### config.mk
export PLATFORM = sky130hd
export DESIGN_NAME = pmc_mode_ctrl
export DESIGN_NICKNAME = d
export VERILOG_FILES = /design/src/pmc_pkg.sv /design/src/pmc_timer.sv /design/src/pmc_block_ctrl.sv /design/src/pmc_mode_ctrl.sv
export SDC_FILE = /design/constraint.sdc
export NUM_CORES = 1
export LEC_CHECK = 0
export BUFFER_PORTS_ARGS = -buffer_cell sky130_fd_sc_hd__buf_2
export CAP_MARGIN = 20
export CELL_PAD_IN_SITES_DETAIL_PLACEMENT = 0
export CELL_PAD_IN_SITES_GLOBAL_PLACEMENT = 1
export CORE_MARGIN = 5
export CORE_UTILIZATION = 23
export CTS_CLUSTER_SIZE = 40
export DETAILED_ROUTE_END_ITERATION = 12
export GPL_TIMING_DRIVEN = 1
export PLACE_DENSITY = 0.49
export SLEW_MARGIN = 15
export SYNTH_ARGS = -nofsm -noshare
export SYNTH_HDL_FRONTEND = slang
export SYNTH_SLANG_ARGS = --single-unit
### constraint.sdc
create_clock -name clock_i -period 2.6 [get_ports clock_i]
set_input_delay 0.13 -clock clock_i [delete_from_list [all_inputs] [get_ports clock_i]]
set_output_delay 0.13 -clock clock_i [all_outputs]
set_load 0.1 [all_outputs]
### src/pmc_pkg.sv
// constants, mode codes and timing for the phy power mode controller
package pmc_pkg;

   // operating mode codes, shown on the power mode field
   typedef enum logic [3:0] {
      PMC_POWER_OFF = 4'h0,
      PMC_RESET     = 4'h1,
      PMC_DISABLE   = 4'h2,
      PMC_NORMAL    = 4'h3,
      PMC_SILENT    = 4'h9,
      PMC_SLEEP     = 4'ha,
      PMC_SLEEP_REQ = 4'hb,
      PMC_STANDBY   = 4'hc
   } pmc_mode_t;

   // management register holding the power mode field
   localparam logic [4:0] PMC_MODE_REG_ADDR = 5'h11;

   // clock modes that may keep the crystal alive in sleep
   localparam logic [1:0] PMC_CLK_MODE_A = 2'h0;
   localparam logic [1:0] PMC_CLK_MODE_B = 2'h1;

   // core clock
   localparam int PMC_CLK_PERIOD_NS = 50;

   // timeouts as plain defaults, in nanoseconds
   localparam int PMC_T_REQ_SLEEP_NS = 16000000;
   localparam int PMC_T_ACK_SLEEP_NS = 8000000;
   localparam int PMC_T_AUTO_PD_NS = 80000000;
   localparam int PMC_T_RST_DET_NS = 20000;

   // least times round up to whole cycles, never below one
   function automatic int pmc_cycles(input int t_ns);
      int c;
      c = (t_ns + PMC_CLK_PERIOD_NS - 1) / PMC_CLK_PERIOD_NS;
      return (c < 1) ? 1 : c;
   endfunction

   localparam int PMC_REQ_SLEEP_CYC = pmc_cycles(PMC_T_REQ_SLEEP_NS);
   localparam int PMC_ACK_SLEEP_CYC = pmc_cycles(PMC_T_ACK_SLEEP_NS);
   localparam int PMC_AUTO_PD_CYC = pmc_cycles(PMC_T_AUTO_PD_NS);
   localparam int PMC_RST_DET_CYC = pmc_cycles(PMC_T_RST_DET_NS);

   localparam int PMC_TIMER_WIDTH = 24;

endpackage

### src/pmc_timer.sv
// elapsed-time counter that flags once a limit is reached
`timescale 1ns/100ps
module pmc_timer #(
   parameter int WIDTH = 24,
   parameter int LIMIT = 400
) (
   input wire logic clock_i,
   input wire logic rst_i,
   input wire logic ce_i,
   input wire logic run_i,
   output logic expired_o
);
   localparam logic [WIDTH-1:0] LIMIT_V = WIDTH'(LIMIT);

   logic [WIDTH-1:0] count;
   wire at_limit = (count >= LIMIT_V);

   generate
      if (LIMIT < 1 || LIMIT >= (2 ** WIDTH) - 1)
      begin : g_bad
         $error("pmc_timer limit does not fit the counter");
      end
   endgenerate

   // restart whenever run drops; saturate at the limit
   always_ff @(posedge clock_i)
   begin
      if (rst_i)
         count <= '0;
      else if (ce_i)
      begin
         if (!run_i)
            count <= '0;
         else if (!at_limit)
            count <= count + WIDTH'(1);
      end
   end

   assign expired_o = at_limit;
endmodule

### src/pmc_block_ctrl.sv
// per-mode enables of pins, crystal, regulator and inhibit
`timescale 1ns/100ps
module pmc_block_ctrl (
   input wire logic [3:0] mode_i,
   input wire logic clk_hold_i,
   input wire logic [1:0] clk_mode_i,
   input wire logic core_regulator_select_i,
   input wire logic disable_inhibit_behavior_i,
   output logic mii_active_o,
   output logic mii_rx_force_low_o,
   output logic mii_pulldown_o,
   output logic crystal_enable_o,
   output logic internal_ldo_enable_o,
   output logic inhibit_o
);
   wire in_standby = (mode_i == pmc_pkg::PMC_STANDBY);
   wire in_sleep = (mode_i == pmc_pkg::PMC_SLEEP);
   wire in_disable = (mode_i == pmc_pkg::PMC_DISABLE);
   wire in_off = (mode_i == pmc_pkg::PMC_POWER_OFF);
   wire link_up = (mode_i == pmc_pkg::PMC_NORMAL) || (mode_i == pmc_pkg::PMC_SLEEP_REQ)
      || (mode_i == pmc_pkg::PMC_SILENT);
   wire clk_mode_keeps = (clk_mode_i == pmc_pkg::PMC_CLK_MODE_A)
      || (clk_mode_i == pmc_pkg::PMC_CLK_MODE_B);

   assign mii_active_o = link_up;
   assign mii_rx_force_low_o = in_standby;
   assign mii_pulldown_o = in_standby;
   assign crystal_enable_o = link_up || (in_sleep && clk_hold_i && clk_mode_keeps);
   assign internal_ldo_enable_o = !core_regulator_select_i
      && (link_up || in_standby || (mode_i == pmc_pkg::PMC_RESET));
   assign inhibit_o = in_disable ? disable_inhibit_behavior_i : !(in_sleep || in_off);
endmodule

### src/pmc_mode_ctrl.sv
// operating mode controller of a single-pair ethernet phy
// Function
// - standby drives rx data, rx error, rx valid low; other mii pins pulled down.
// - sleep allows only mode register access, and only with io supply present.
// - crystal stops in sleep unless clock hold set and clock mode 00 or 01.
// - regulator select low uses internal core supply; high expects external supply.
// - in disable, inhibit output follows the disable inhibit configuration bit.
// - priority: power, io undervoltage, reset pin, enable pin, faults, commands/wake.
// - silent returns to normal when the sleep request timer expires.
// - host writes 1011 in normal; device moves to sleep request.
// - auto power-down with no frames beyond timeout moves normal to sleep request.
// - enabled codes, sleep code received and active, time met: enter sleep request.
// - no activity means receive valid false and transmit enable low.
// - host writes 0011 in sleep request; device returns to normal.
// - wake request (forwarded flag or line code) returns sleep request to normal.
// - data activity with sleep ack 0 returns or keeps the device in normal.
// - with sleep ack 1, return to normal only before ack timer expires.
// - codes disabled: sleep request goes straight to sleep at request timeout.
// - codes enabled: sleep request goes to silent once the sleep code is received, else to normal at request timeout.
// - silent goes to sleep once the line carries no activity.
// - reset pin held low enters reset, except from power-off and sleep; registers default.
`timescale 1ns/100ps
module pmc_mode_ctrl #(
   parameter int REQ_SLEEP_CYC = pmc_pkg::PMC_REQ_SLEEP_CYC,
   parameter int ACK_SLEEP_CYC = pmc_pkg::PMC_ACK_SLEEP_CYC,
   parameter int AUTO_PD_CYC = pmc_pkg::PMC_AUTO_PD_CYC,
   parameter int RST_DET_CYC = pmc_pkg::PMC_RST_DET_CYC
) (
   input wire logic clock_i,
   input wire logic rst_i,
   input wire logic ce_i,
   input wire logic power_good_i,
   input wire logic io_undervoltage_i,
   input wire logic rst_pin_n_i,
   input wire logic en_pin_i,
   input wire logic core_fault_i,
   input wire logic mgmt_valid_i,
   input wire logic mgmt_write_i,
   input wire logic [4:0] mgmt_addr_i,
   input wire logic [3:0] mgmt_wdata_i,
   input wire logic autonomous_i,
   input wire logic clk_hold_i,
   input wire logic [1:0] clk_mode_i,
   input wire logic core_regulator_select_i,
   input wire logic disable_inhibit_behavior_i,
   input wire logic auto_powerdown_enable_i,
   input wire logic sleep_wake_code_disable_i,
   input wire logic sleep_code_received_i,
   input wire logic sleep_code_active_i,
   input wire logic forward_to_line_enable_i,
   input wire logic wake_event_flag_i,
   input wire logic wake_request_code_i,
   input wire logic sleep_ack_i,
   input wire logic pcs_rx_dv_i,
   input wire logic tx_en_i,
   input wire logic line_activity_i,
   output logic [3:0] power_mode_o,
   output logic mgmt_grant_o,
   output logic mii_active_o,
   output logic mii_rx_force_low_o,
   output logic mii_pulldown_o,
   output logic crystal_enable_o,
   output logic internal_ldo_enable_o,
   output logic regulator_inhibit_out_o,
   output logic sleep_request_code_o,
   output logic regs_default_o
);
   localparam int TW = pmc_pkg::PMC_TIMER_WIDTH;

   pmc_pkg::pmc_mode_t mode;
   pmc_pkg::pmc_mode_t prev_mode;
   pmc_pkg::pmc_mode_t next_mode;

   logic rst_held;
   logic req_expired;
   logic ack_expired;
   logic pd_expired;
   logic code_expired;

   function automatic logic is_mode(input pmc_pkg::pmc_mode_t m, input pmc_pkg::pmc_mode_t want);
      return m == want;
   endfunction

   // mode flags
   wire in_normal = is_mode(mode, pmc_pkg::PMC_NORMAL);
   wire in_sreq = is_mode(mode, pmc_pkg::PMC_SLEEP_REQ);
   wire in_silent = is_mode(mode, pmc_pkg::PMC_SILENT);
   wire in_sleep = is_mode(mode, pmc_pkg::PMC_SLEEP);
   wire in_off = is_mode(mode, pmc_pkg::PMC_POWER_OFF);
   wire in_reset = is_mode(mode, pmc_pkg::PMC_RESET);
   wire in_disable = is_mode(mode, pmc_pkg::PMC_DISABLE);
   wire settled = (mode == prev_mode);

   wire quiet = !pcs_rx_dv_i && !tx_en_i;
   wire activity = !quiet;

   // sleep narrows management access to the mode register
   wire access_ok = !in_off && !in_reset && !in_disable
      && (!in_sleep || ((mgmt_addr_i == pmc_pkg::PMC_MODE_REG_ADDR) && !io_undervoltage_i));
   wire mode_cmd = mgmt_valid_i && mgmt_write_i && access_ok
      && (mgmt_addr_i == pmc_pkg::PMC_MODE_REG_ADDR);
   wire cmd_sreq = mode_cmd && (mgmt_wdata_i == pmc_pkg::PMC_SLEEP_REQ);
   wire cmd_normal = mode_cmd && (mgmt_wdata_i == pmc_pkg::PMC_NORMAL);
   wire cmd_standby = mode_cmd && (mgmt_wdata_i == pmc_pkg::PMC_STANDBY);

   // higher-priority events; reset and enable pins are dead in sleep
   wire rst_evt = rst_held && !in_sleep && !in_off;
   wire rst_rel = in_reset && rst_pin_n_i;
   wire en_evt = !en_pin_i && !in_sleep && !in_off && !in_reset;
   wire en_rel = in_disable && en_pin_i;
   wire fault_evt = core_fault_i && (in_normal || in_sreq || in_silent);
   wire io_evt = io_undervoltage_i && !in_sleep && !in_off;
   wire low_ok = power_good_i && !io_evt && !rst_evt && !rst_rel && !en_evt && !en_rel
      && !fault_evt && !in_off;

   wire wake_req = (forward_to_line_enable_i && wake_event_flag_i) || wake_request_code_i;
   // ack timer gates returns once it runs out
   wire back_allowed = !sleep_ack_i || !ack_expired;
   wire back_to_normal = back_allowed && (cmd_normal || wake_req || (activity && !sleep_ack_i));
   wire code_path = !sleep_wake_code_disable_i && sleep_code_received_i && sleep_code_active_i;

   // request timer runs in sleep request and silent, restarts on entry to each
   pmc_timer #(.WIDTH(TW), .LIMIT(REQ_SLEEP_CYC)) u_req_timer (
      .clock_i(clock_i),
      .rst_i(rst_i),
      .ce_i(ce_i),
      .run_i((in_sreq || in_silent) && settled),
      .expired_o(req_expired)
   );

   // ack timer only while sleep ack is set
   pmc_timer #(.WIDTH(TW), .LIMIT(ACK_SLEEP_CYC)) u_ack_timer (
      .clock_i(clock_i),
      .rst_i(rst_i),
      .ce_i(ce_i),
      .run_i(in_sreq && settled && sleep_ack_i),
      .expired_o(ack_expired)
   );

   // auto power-down counts idle time in normal
   pmc_timer #(.WIDTH(TW), .LIMIT(AUTO_PD_CYC)) u_pd_timer (
      .clock_i(clock_i),
      .rst_i(rst_i),
      .ce_i(ce_i),
      .run_i(in_normal && auto_powerdown_enable_i && quiet),
      .expired_o(pd_expired)
   );

   // sleep code must persist for the request time
   pmc_timer #(.WIDTH(TW), .LIMIT(REQ_SLEEP_CYC)) u_code_timer (
      .clock_i(clock_i),
      .rst_i(rst_i),
      .ce_i(ce_i),
      .run_i(in_normal && code_path),
      .expired_o(code_expired)
   );

   // reset pin must stay low for the detect time
   pmc_timer #(.WIDTH(TW), .LIMIT(RST_DET_CYC)) u_rst_filter (
      .clock_i(clock_i),
      .rst_i(rst_i),
      .ce_i(ce_i),
      .run_i(!rst_pin_n_i),
      .expired_o(rst_held)
   );

   always_comb
   begin
      next_mode = mode;
      if (!power_good_i)
         next_mode = pmc_pkg::PMC_POWER_OFF;
      else if (in_off || io_evt)
         next_mode = pmc_pkg::PMC_STANDBY;
      else if (rst_evt)
         next_mode = pmc_pkg::PMC_RESET;
      else if (rst_rel)
         next_mode = pmc_pkg::PMC_STANDBY;
      else if (en_evt)
         next_mode = pmc_pkg::PMC_DISABLE;
      else if (en_rel || fault_evt)
         next_mode = pmc_pkg::PMC_STANDBY;
      else
      begin
         case (mode)
            pmc_pkg::PMC_STANDBY:
               if (cmd_normal || autonomous_i)
                  next_mode = pmc_pkg::PMC_NORMAL;
            pmc_pkg::PMC_NORMAL:
               if (cmd_sreq)
                  next_mode = pmc_pkg::PMC_SLEEP_REQ;
               else if (quiet && (pd_expired || code_expired))
                  next_mode = pmc_pkg::PMC_SLEEP_REQ;
            pmc_pkg::PMC_SLEEP_REQ:
               if (back_to_normal)
                  next_mode = pmc_pkg::PMC_NORMAL;
               else if (!sleep_wake_code_disable_i && sleep_code_received_i && !req_expired)
                  next_mode = pmc_pkg::PMC_SILENT;
               else if (req_expired)
                  next_mode = sleep_wake_code_disable_i ? pmc_pkg::PMC_SLEEP
                     : pmc_pkg::PMC_NORMAL;
            pmc_pkg::PMC_SILENT:
               if (!line_activity_i)
                  next_mode = pmc_pkg::PMC_SLEEP;
               else if (req_expired)
                  next_mode = pmc_pkg::PMC_NORMAL;
            pmc_pkg::PMC_SLEEP:
               if (cmd_standby || wake_event_flag_i)
                  next_mode = pmc_pkg::PMC_STANDBY;
            default:
               next_mode = mode;
         endcase
      end
   end

   // per-mode block enables, registered below
   logic blk_mii_active;
   logic blk_rx_low;
   logic blk_pulldown;
   logic blk_xtal;
   logic blk_ldo;
   logic blk_inh;

   pmc_block_ctrl u_blocks (
      .mode_i(next_mode),
      .clk_hold_i(clk_hold_i),
      .clk_mode_i(clk_mode_i),
      .core_regulator_select_i(core_regulator_select_i),
      .disable_inhibit_behavior_i(disable_inhibit_behavior_i),
      .mii_active_o(blk_mii_active),
      .mii_rx_force_low_o(blk_rx_low),
      .mii_pulldown_o(blk_pulldown),
      .crystal_enable_o(blk_xtal),
      .internal_ldo_enable_o(blk_ldo),
      .inhibit_o(blk_inh)
   );

   wire next_lps = is_mode(next_mode, pmc_pkg::PMC_SLEEP_REQ) && settled
      && (!sleep_ack_i || ack_expired);

   // outputs follow next mode so they change in the transition cycle
   always_ff @(posedge clock_i)
   begin
      if (rst_i)
      begin
         mode <= pmc_pkg::PMC_STANDBY;
         prev_mode <= pmc_pkg::PMC_STANDBY;
         mgmt_grant_o <= 1'b0;
         mii_active_o <= 1'b0;
         mii_rx_force_low_o <= 1'b1;
         mii_pulldown_o <= 1'b1;
         crystal_enable_o <= 1'b0;
         internal_ldo_enable_o <= 1'b0;
         regulator_inhibit_out_o <= 1'b1;
         sleep_request_code_o <= 1'b0;
         regs_default_o <= 1'b0;
      end
      else if (ce_i)
      begin
         // mode register updates with the transition
         mode <= next_mode;
         prev_mode <= mode;
         mgmt_grant_o <= mgmt_valid_i && access_ok;
         mii_active_o <= blk_mii_active;
         mii_rx_force_low_o <= blk_rx_low;
         mii_pulldown_o <= blk_pulldown;
         crystal_enable_o <= blk_xtal;
         internal_ldo_enable_o <= blk_ldo;
         regulator_inhibit_out_o <= blk_inh;
         sleep_request_code_o <= next_lps;
         regs_default_o <= is_mode(next_mode, pmc_pkg::PMC_RESET);
      end
   end

   assign power_mode_o = mode;

   io_uv_prio_a: assert property (
      @(posedge clock_i) disable iff (rst_i)
      ce_i && power_good_i && io_undervoltage_i && !in_sleep |=> mode == pmc_pkg::PMC_STANDBY)
      else $error("io undervoltage did not force standby");

   rst_pin_entry_a: assert property (
      @(posedge clock_i) disable iff (rst_i)
      ce_i && power_good_i && !io_undervoltage_i && rst_held && !in_sleep && !in_off
      |=> mode == pmc_pkg::PMC_RESET)
      else $error("held reset pin did not enter reset");

   sreq_cmd_a: assert property (
      @(posedge clock_i) disable iff (rst_i)
      ce_i && low_ok && in_normal && cmd_sreq |=> mode == pmc_pkg::PMC_SLEEP_REQ)
      else $error("sleep request command ignored");

   normal_cmd_a: assert property (
      @(posedge clock_i) disable iff (rst_i)
      ce_i && low_ok && in_sreq && cmd_normal && back_allowed |=> in_normal)
      else $error("normal command ignored in sleep request");

   activity_back_a: assert property (
      @(posedge clock_i) disable iff (rst_i)
      ce_i && low_ok && in_sreq && activity && !sleep_ack_i |=> in_normal)
      else $error("activity did not return to normal");

   silent_timeout_a: assert property (
      @(posedge clock_i) disable iff (rst_i)
      ce_i && low_ok && in_silent && line_activity_i && req_expired |=> in_normal)
      else $error("silent did not time out to normal");

   silent_sleep_a: assert property (
      @(posedge clock_i) disable iff (rst_i)
      ce_i && low_ok && in_silent && !line_activity_i |=> in_sleep && !regulator_inhibit_out_o)
      else $error("silent did not reach sleep");

   // codes disabled, timeout goes to sleep
   direct_sleep_a: assert property (
      @(posedge clock_i) disable iff (rst_i)
      ce_i && low_ok && in_sreq && !back_to_normal && req_expired && sleep_wake_code_disable_i
      |=> in_sleep)
      else $error("sleep request did not go to sleep");

   mii_standby_a: assert property (
      @(posedge clock_i) disable iff (rst_i)
      ce_i && $changed(mode) && mode == pmc_pkg::PMC_STANDBY
      |-> mii_rx_force_low_o && mii_pulldown_o && !mii_active_o)
      else $error("standby mii levels wrong");

   // crystal off in sleep without hold
   xtal_sleep_a: assert property (
      @(posedge clock_i) disable iff (rst_i)
      ce_i && $changed(mode) && in_sleep && !clk_hold_i |-> !crystal_enable_o)
      else $error("crystal running in sleep");
endmodule

==> results.sh, run 1 <==
export IMPL_core_um2=28500
export IMPL_dieArea_um2=32200
export IMPL_cts_setup_buffers=0
export IMPL_route_detailed_drc=0
export IMPL_status="complete, no violations"
export IMPL_num_io_pins=49
export IMPL_synth_net_count=838
export IMPL_cts_sinks=136
export IMPL_first_global_vias=5486
export IMPL_vias_per_cell=4.45
export IMPL_irDropWorstVdd_mv=0.386
export IMPL_maxCapViolCount=0
export IMPL_ys_ff_latch=136
export IMPL_final_hold_viol_count=0
export IMPL_relSlewSlack_pct=49.5
export IMPL_yosys_warnings=0
export IMPL_final_common_cell="nor2_1"
export IMPL_grt_use_total_pct=11.5
export IMPL_worstPathCellList="nand4bb_1 > o2111a_1 > a31oi_1 > nor3_1 > a211oi_2 > a31oi_2 > o211a_1 > a211o_1"
export IMPL_diodes=0
export IMPL_p_per_area_nw_per_um2=611
export IMPL_worstMarginPinSlew_ps=757
export IMPL_detail_route_antenna_nets=0
export IMPL_required_ps=2910
export IMPL_async_flop_share_pct=0
export IMPL_wl_per_cell_um=13.8
export IMPL_syn_area_um2=6600
export IMPL_cts_tree="done"
export IMPL_cp_start_kind="flip-flop"
export IMPL_worstHoldPathCells=4
export IMPL_period_share_pct=94.1
export IMPL_power_w=0.00507
export IMPL_fin_nets=927
export IMPL_critical_path_slowest_cell="dfxtp_2"
export IMPL_wl_um=17600
export IMPL_setup_viol=0
export IMPL_hold_path_class="in2reg"
export IMPL_io_buffers=47
export IMPL_synth_edff_count=0
export IMPL_whs_ps=37.3
export IMPL_avgSynthCellArea_um2=8.33
export IMPL_num_vias=5686
export IMPL_initial_core_util_pct=23.1
export IMPL_arrival_ps=2760
export IMPL_antenna_found_initial=0
export IMPL_cts_buffers=17
export IMPL_cts_buffer_depth=2
export IMPL_cp_slowest_stage_delay_ps=420
export IMPL_fin_worst_skew_ps=9.51
export IMPL_worstSkewPairLatency_ps=420
export IMPL_die_x_um=179
export IMPL_grt_pass1_wl_um=29100
export IMPL_drive_gt1_share_pct=18.0
export IMPL_syn_to_final_growth_pct=25.8
export IMPL_cts_root_buffer="clkbuf_16"
export IMPL_synthFlopType="dfxtp_1"
export IMPL_ys_seq_area_share_pct=41.3
export IMPL_grt_max_degree=24
export IMPL_clkTransAtPathRegs_ps=60
export IMPL_yosys_cell_types_count=75
export IMPL_ff2ff_path_depth=8
export IMPL_crit_fanout=7
export IMPL_netlist_top_cell_by_area="dfxtp_1"
export IMPL_period_needed_ps=2450
export IMPL_finalWeightedCongestion=0.774
export IMPL_yosysTopAreaCellShare_pct=41.3
export IMPL_criticalPathCategory="reg2reg"
export IMPL_ctsHtreeMaxLevel=4
export IMPL_rows=62
export IMPL_drt_iter0_drc=239
export IMPL_dr_pass1_iters=4
export IMPL_final_cell_mix="nor2_1 (140), dfxtp_1 (132), nand2_1 (52), buf_4 (48), buf_2 (47)"
export IMPL_die_height_um=179
export IMPL_rsz0062_at_grt="false"
export IMPL_timing_fmax_mhz=409
export IMPL_cp_end_kind="flip-flop"
export IMPL_finalSetupTns_ps=0
export IMPL_yosys_top_cells_area="dfxtp_1 (41%), nor2_1 (8.0%), xor2_1 (5.7%)"
export IMPL_grt_ovfl_total=0
export IMPL_drv_slew=0
export IMPL_hpwlAfterDp_um=13200
export IMPL_p_leak_nw=3.05
export IMPL_syn_instance_count=792
[report_power, final]
part | switching (W) | leakage [nW] | internal [W]
Sequential | 0.0000160 | 1.10 | 0.00210
Combinational | 0.000251 | 1.65 | 0.000121
Clock | 0.000933 | 0.302 | 0.00165
Total | 0.00120 | 3.05 | 0.00387
[state kept, by name, summed over array words and instances, names as in the netlist, 4 cells and up]
signal,count
u_code_timer.count,24
u_ack_timer.count,24
u_pd_timer.count,24
power_mode_o,4
u_rst_filter.count,24
prev_mode,4
u_req_timer.count,24
[worst paths after layout]
check	start	to	slack (ps)
max	power_mode_o[3]	crystal_enable_o	150
min	core_regulator_select_i	internal_ldo_enable_o	40
min reg2reg	u_req_timer.count[23]	u_req_timer.count[23]	440
max reg2reg	power_mode_o[3]	crystal_enable_o	150
[cell families after synthesis]
kind of cell             count (synthesis)  share of synthesized area [%]
AND/OR/NAND/NOR                        362                           28.1
AO/OA/AOI/OAI                          161                           16.4
flip-flops                             136                           41.3
XOR/XNOR                                65                           8.63
buffers and inverters                   55                           3.30
adder cells (fa/ha/maj)                 10                           1.90
multiplexers                             3                          0.455
[cells in the mapped netlist, types with 19 or more instances]
master	count
nand4_1	23
nor3_1	21
inv_1	27
nor2_1	141
dfxtp_1	136
a31oi_1	19
o21ai_0	29
xor2_1	43
nand2_1	52
clkbuf_1	20
xnor2_1	22
nand3_1	27
a21oi_1	43
[area by class of cell]
| type | count | area [µm²] |
|---|---|---|
| inverter | 27 | 101 |
| fill | 3137 | 20200 |
| tap | 384 | 480 |
| clock buffer | 20 | 457 |
| clock inverter | 11 | 171 |
| multi-input combinational | 601 | 3720 |
| sequential | 136 | 2730 |
| timing repair buffer | 98 | 646 |
[critical path: cells and delay by family, from the launching register on]
kind	cells	cell delay, ps
and+or+nand+nor	2	250
DFF	1	420
AOI/OAI and AO/OA	6	1670
[timing repair]
action                                  CTS  global route
resized for setup                         0            13
endpoints found under the setup margin    0            30
hold buffers                              1             0
endpoints found under the hold margin     1             0
[metrics by stage]
stage / worst slack [ps] / instances / cell area [µm²] / util, %
6_report: 154 / 1277 / 8300 / 29.1
2_1_floorplan: 5.67 / 792 / 6610 / -
3_3_place_gp: 76.3 / 1245 / 7610 / 26.6
4_1_cts: 38.2 / 1277 / 8240 / 28.9
3_5_place_dp: 64.4 / 1245 / 7610 / 26.6
5_1_grt: 23.7 / 1277 / 8300 / 29.1
[layer usage]
layer	GRT usage [%]	up-vias	part of all wire (%)
met3	3.11	15	3.7
met5	0	-	0
met2	17.5	56	45
met4	3.68	0	1.4
li1	-	2996	-
met1	16.0	2619	50
(Power assumes the default switching activity.)
==> run 2: changes to the inputs <==
--- a/config.mk
+++ b/config.mk
@@ -10,11 +10,11 @@
 export CELL_PAD_IN_SITES_DETAIL_PLACEMENT = 0
 export CELL_PAD_IN_SITES_GLOBAL_PLACEMENT = 1
 export CORE_MARGIN = 5
-export CORE_UTILIZATION = 23
+export CORE_UTILIZATION = 25
 export CTS_CLUSTER_SIZE = 40
 export DETAILED_ROUTE_END_ITERATION = 12
 export GPL_TIMING_DRIVEN = 1
-export PLACE_DENSITY = 0.49
+export PLACE_DENSITY = 0.52
 export SLEW_MARGIN = 15
 export SYNTH_ARGS = -nofsm -noshare
 export SYNTH_HDL_FRONTEND = slang
==> run 2 against run 1 <==
Design area shrank 2.0%. Via count shrank 0.11%. Combinational power shrank 2%. Critical path depth is the same. Non-clock buffer count shrank 11. Critical path type unchanged. Critical endpoint unchanged. Highest routed layer unchanged.
==> results.sh, run 2 (synthesis gave the netlist of run 1 again) <==
export IMPL_dieArea_um2=29700
export IMPL_detail_route_antenna_nets=0
export IMPL_drv_slew=0
export IMPL_cts_setup_buffers=0
export IMPL_finalSetupTns_ps=0
export IMPL_required_ps=2910
export IMPL_worstSkewPairLatency_ps=420
export IMPL_final_common_cell="nor2_1"
export IMPL_syn_to_final_growth_pct=23.3
export IMPL_rsz0062_at_grt="false"
export IMPL_p_leak_nw=2.97
export IMPL_drive_gt1_share_pct=17.1
export IMPL_stdcell_count=1218
export IMPL_die_x_um=172
export IMPL_maxCapViolCount=0
export IMPL_die_height_um=172
export IMPL_grt_ovfl_total=0
export IMPL_dp_cells=1185
export IMPL_power_w=0.00505
export IMPL_diodes=0
export IMPL_wl_um=17200
export IMPL_cp_end_kind="flip-flop"
export IMPL_irDropWorstVdd_mv=0.326
export IMPL_setup_viol=0
export IMPL_n_fill_cell=2788
export IMPL_cts_tree="done"
export IMPL_route_detailed_drc=0
export IMPL_worstMarginPinSlew_ps=740
export IMPL_grt_max_degree=25
export IMPL_cts_sinks=136
export IMPL_drt_iter0_drc=277
export IMPL_num_vias=5680
export IMPL_rows=59
export IMPL_hold_path_class="in2reg"
export IMPL_cts_root_buffer="clkbuf_16"
export IMPL_period_share_pct=95.1
export IMPL_core_um2=26100
export IMPL_arrival_ps=2780
export IMPL_timing_fmax_mhz=405
export IMPL_fin_util_pct=31.2
export IMPL_grt_pass1_wl_um=28600
export IMPL_status="complete, no violations"
export IMPL_crit_fanout=5
export IMPL_cts_buffer_depth=2
export IMPL_relSlewSlack_pct=50.7
export IMPL_period_needed_ps=2470
export IMPL_ctsHtreeMaxLevel=4
export IMPL_finalWeightedCongestion=0.742
export IMPL_dr_pass1_iters=4
export IMPL_cp_start_kind="flip-flop"
export IMPL_vias_per_cell=4.66
export IMPL_io_buffers=47
export IMPL_fin_nets=916
export IMPL_cts_buffers=17
export IMPL_wl_per_cell_um=14.1
export IMPL_final_hold_viol_count=0
export IMPL_first_global_vias=5554
export IMPL_grt_use_total_pct=12.1
export IMPL_p_per_area_nw_per_um2=621
export IMPL_antenna_found_initial=0
export IMPL_criticalPathCategory="reg2reg"
export IMPL_clkTransAtPathRegs_ps=60
export IMPL_hpwlAfterDp_um=12400
export IMPL_num_io_pins=49
export IMPL_final_cell_mix="nor2_1 (141), dfxtp_1 (132), nand2_1 (52), buf_2 (47)"
export IMPL_fin_worst_skew_ps=10.8
export IMPL_initial_core_util_pct=25.3
## run 2: final timing paths
| check | start | slack, ps | end | depth (start not counted) |
|---|---|---|---|---|
| worst max-delay path | u_req_timer.count[9] | 130 | crystal_enable_o | 8 |
| worst min-delay path | disable_inhibit_behavior_i | 40 | regulator_inhibit_out_o | 3 |
| worst max register to register | u_req_timer.count[9] | 130 | crystal_enable_o | 8 |
| worst min register to register | u_req_timer.count[23] | 430 | u_req_timer.count[23] | 2 |
## run 2: repair_timing
item / 4_1_cts / 5_1_grt
endpoints found under the hold margin: 1 / 0
hold buffers: 1 / 0
setup endpoints to repair: 0 / 23
resized for setup: 0 / 10
## run 2: per-stage QoR
stage	worst slack [ps]	hold slack (ps)	instance area, µm²
2_1_floorplan	5.67	289	6610
3_3_place_gp	76.3	417	7450
3_5_place_dp	43.8	422	7450
4_1_cts	39.3	28.5	8080
5_1_grt	6.86	41.7	8130
6_report	128	44.2	8130
## run 2: routing by layer
layer | GRT usage [%] | wire [µm] | up-vias | part of all wire, %
met2 | 18.8 | 7650 | 86 | 45
met1 | 16.6 | 8660 | 2601 | 50
li1 | - | - | 2984 | -
met5 | 0 | 0 | - | 0
met3 | 3.06 | 724 | 9 | 4.2
met4 | 3.08 | 136 | 0 | 0.79
## run 2: where the power goes
part / switching (W) / internal (W) / leakage (nW)
clock network: 0.000967 / 0.00161 / 0.300
registers: 0.0000148 / 0.00210 / 1.10
logic: 0.000251 / 0.000116 / 1.58
total: 0.00123 / 0.00382 / 2.97
## run 2: layout make-up
| cell class | count | area, µm² | share of cell area [%] |
|---|---|---|---|
| multi-input cells | 601 | 3710 | 45.6 |
| inverters | 27 | 101 | 1.25 |
| repair buffers | 87 | 551 | 6.77 |
| clock buffers | 17 | 425 | 5.23 |
| well taps | 335 | 419 | 5.15 |
| clock inverters | 15 | 199 | 2.45 |
| flip-flops and latches | 136 | 2730 | 33.6 |
## run 2: critical path, cell delays in order (launching register included)
cell and delay [ps]:
dfxtp_1 300, or4_1 540, nand4b_2 130, and2_2 210, o221ai_1 160, a211oi_2 290, a31oi_2 200, o211a_1 270
a211o_1 260
==> run 3: changes to the inputs <==
--- a/config.mk
+++ b/config.mk
@@ -5,6 +5,7 @@
 export SDC_FILE = /design/constraint.sdc
 export NUM_CORES = 1
 export LEC_CHECK = 0
+export ABC_AREA = 1
 export BUFFER_PORTS_ARGS = -buffer_cell sky130_fd_sc_hd__buf_2
 export CAP_MARGIN = 20
 export CELL_PAD_IN_SITES_DETAIL_PLACEMENT = 0
@@ -14,8 +15,9 @@
 export CTS_CLUSTER_SIZE = 40
 export DETAILED_ROUTE_END_ITERATION = 12
 export GPL_TIMING_DRIVEN = 1
-export PLACE_DENSITY = 0.52
+export PLACE_DENSITY = 0.53
 export SLEW_MARGIN = 15
 export SYNTH_ARGS = -nofsm -noshare
 export SYNTH_HDL_FRONTEND = slang
 export SYNTH_SLANG_ARGS = --single-unit
+export TNS_END_PERCENT = 5
==> run 3 against run 2 <==
Register-to-register slack better by 120 ps. Setup slack improved by 120 ps. Utilization rose by 0.41 points. Critical path depth up 10. Critical endpoint is now u_pd_timer.count[19]. Largest cell class unchanged.
==> results.sh, run 3 <==
export IMPL_p_seq_share_pct=41.8
export IMPL_fin_area_um2=8220
export IMPL_avgSynthCellArea_um2=7.01
export IMPL_cts_sinks=136
export IMPL_crit_fanout=8
export IMPL_drv_slew=0
export IMPL_netlist_top_cell_by_area="dfxtp_1"
export IMPL_drive_gt1_share_pct=19.0
export IMPL_dieArea_um2=29700
export IMPL_period_share_pct=90.3
export IMPL_final_hold_viol_count=0
export IMPL_clkTransAtPathRegs_ps=60
export IMPL_cts_tree="done"
export IMPL_setup_viol=0
export IMPL_finalWeightedCongestion=0.782
export IMPL_ys_ff_latch=136
export IMPL_timing_fmax_mhz=426
export IMPL_worstHoldPathCells=3
export IMPL_ys_seq_area_share_pct=41.3
export IMPL_critical_path_slowest_cell="dfxtp_4"
export IMPL_cp_start_kind="flip-flop"
export IMPL_core_um2=26000
export IMPL_hpwlAfterDp_um=12500
export IMPL_irDropWorstVdd_mv=0.351
export IMPL_cp_slowest_stage_delay_ps=420
export IMPL_cp_end_kind="flip-flop"
export IMPL_rows=59
export IMPL_first_global_vias=5745
export IMPL_wl_per_cell_um=11.9
export IMPL_cts_root_buffer="clkbuf_16"
export IMPL_syn_to_final_growth_pct=24.7
export IMPL_worstPathCellList="inv_2 > nand2_1 > nor2_1 > nand3_1 > nand2_1 > nand2_4 > nand2_2 > nor2_4 > nand3_2 > nor2_4 > nand3_4 > nor2_4 > nand3_2 > nor2_4 > nand3_2 > xnor2_1 > inv_1 > nor2_2"
export IMPL_period_needed_ps=2350
export IMPL_fin_nets=1074
export IMPL_synth_net_count=986
export IMPL_worstHoldEndpoint="power_mode_o[3]"
export IMPL_synth_edff_count=0
export IMPL_rsz0062_at_grt="true"
export IMPL_worstSkewPairLatency_ps=410
export IMPL_finalSetupTns_ps=0
export IMPL_antenna_found_initial=1
export IMPL_drt_iter0_drc=234
export IMPL_dr_pass1_iters=6
export IMPL_io_buffers=47
export IMPL_p_per_area_nw_per_um2=620
export IMPL_p_int_w=0.00383
export IMPL_criticalPathCategory="reg2reg"
export IMPL_vias_per_cell=4.31
export IMPL_yosys_cell_types_count=49
export IMPL_cts_buffer_depth=2
export IMPL_power_frac_comb_pct=8.8
export IMPL_yosys_top_cells_area="dfxtp_1 (41%), nand2_1 (10%), inv_1 (7.6%)"
export IMPL_diodes=0
export IMPL_detail_route_antenna_nets=0
export IMPL_p_leak_nw=3.19
export IMPL_final_common_cell="nand2_1"
export IMPL_min_from="power_good_i"
export IMPL_yosysTopAreaCellShare_pct=41.3
export IMPL_die_height_um=172
export IMPL_syn_instance_count=940
export IMPL_grt_max_degree=34
export IMPL_fin_worst_skew_ps=11.5
export IMPL_route_detailed_drc=0
export IMPL_relSlewSlack_pct=63.8
export IMPL_clkPwrFrac_pct=49.4
export IMPL_p_sw_share_pct=24.9
export IMPL_ff2ff_path_depth=18
export IMPL_p_switching_w=0.00127
export IMPL_arrival_ps=2650
export IMPL_cts_buffers=17
export IMPL_die_x_um=172
export IMPL_grt_ovfl_total=0
export IMPL_dpl_cell_area_um2=7400
export IMPL_yosysMostFrequentCell="nand2_1"
export IMPL_num_io_pins=49
export IMPL_worstMarginPinSlew_ps=546
export IMPL_crit_path_frequent_cell="nor2_4"
export IMPL_syn_area_um2=6590
export IMPL_wl_um=16400
export IMPL_rrSetupSlack_ps=250
export IMPL_synth_common_cells="nand2_1 (184), dfxtp_1 (136), inv_1 (133), nor2_1 (124), a21oi_1 (78)"
export IMPL_num_vias=5925
export IMPL_synthFlopType="dfxtp_1"
export IMPL_grt_use_total_pct=11.5
export IMPL_async_flop_share_pct=0
export IMPL_final_cell_mix="nand2_1 (179), inv_1 (133), dfxtp_1 (130), nor2_1 (114), a21oi_1 (76)"
export IMPL_hold_path_class="in2reg"
export IMPL_ctsHtreeMaxLevel=4
export IMPL_required_ps=2900
export IMPL_grt_pass1_wl_um=27700
export IMPL_r2r_start="power_mode_o[2]"
export IMPL_maxCapViolCount=0
export IMPL_yosys_warnings=0
export IMPL_status="complete, no violations"
export IMPL_r2r_end="u_pd_timer.count[19]"
export IMPL_initial_core_util_pct=25.4
==> run 3: power by group through the flow <==
stage,Sequential (W),Clock (W),Combinational [W]
after floorplan,0.00225,0,0.000224
final,0.00213,0.00252,0.000446
after global placement,0.00218,0,0.000434
after global routing,0.00213,0.00270,0.000497
after CTS,0.00213,0.00261,0.000434
after detailed placement,0.00218,0,0.000431
==> run 3: worst max path at each step <==
stage	from	to	slack [ps]
floorplan	power_mode_o[3]	u_req_timer.count[13]	20
global placement	u_code_timer.count[16]	u_code_timer.count[16]	140
detailed placement	power_mode_o[3]	internal_ldo_enable_o	100
CTS	power_mode_o[3]	internal_ldo_enable_o	90
global route	u_req_timer.count[16]	u_req_timer.count[13]	-60
finish	power_mode_o[2]	u_pd_timer.count[19]	250
==> run 3: final cells by class <==
type / instances / area [µm²]
tap: 335 / 419
inverter: 146 / 551
fill: 2911 / 17800
multi-input combinational: 638 / 3340
timing repair buffer: 89 / 556
clock buffer: 21 / 470
clock inverter: 10 / 144
sequential: 136 / 2740
==> run 3: per-layer routing <==
metal / global-route usage (%) / up-vias / part of all wire, %
met5: 0 / - / 0.067
met4: 3.14 / 2 / 1.2
met3: 3.06 / 12 / 2.7
met2: 18.2 / 48 / 44
met1: 15.6 / 2649 / 52
li1: - / 3214 / -
==> run 3: worst max-delay path, delay by kind of cell (launching register included) <==
family	cells	cell delay, ps
xor+xnor	1	130
buf+inv	2	140
flops	1	420
simple gates	15	1560
==> run 3: cells by family (layout without fill, tap and decap cells) <==
group	Yosys count	count (layout)	share of synthesized area, %
AND/OR/NAND/NOR	456	456	32.4
AO/OA/AOI/OAI	166	166	13.8
flip-flops	136	136	41.3
buffers and inverters	166	266	9.72
adder cells (fa/ha/maj)	10	10	1.90
XOR/XNOR	6	6	0.798
==> run 3: per-stage QoR <==
stage / hold WS, ps / instances / utilization (%) / total power (W) / setup WS, ps
floorplan: 291 / 940 / - / 0.00247 / 20.3
global placement: 418 / 1335 / 28.5 / 0.00261 / 136
detailed placement: 412 / 1335 / 28.5 / 0.00261 / 102
CTS: 25.8 / 1368 / 30.9 / 0.00518 / 87.0
global route: 51.3 / 1375 / 31.6 / 0.00534 / -55.5
finish: 55.8 / 1375 / 31.6 / 0.00510 / 253
==> run 3: what timing repair did <==
action                                  CTS  global route
buffers inserted                          0             7
endpoints found under the hold margin     2             0
endpoints found under the setup margin    0            21
hold buffers                              2             0
resized for setup                         0            36
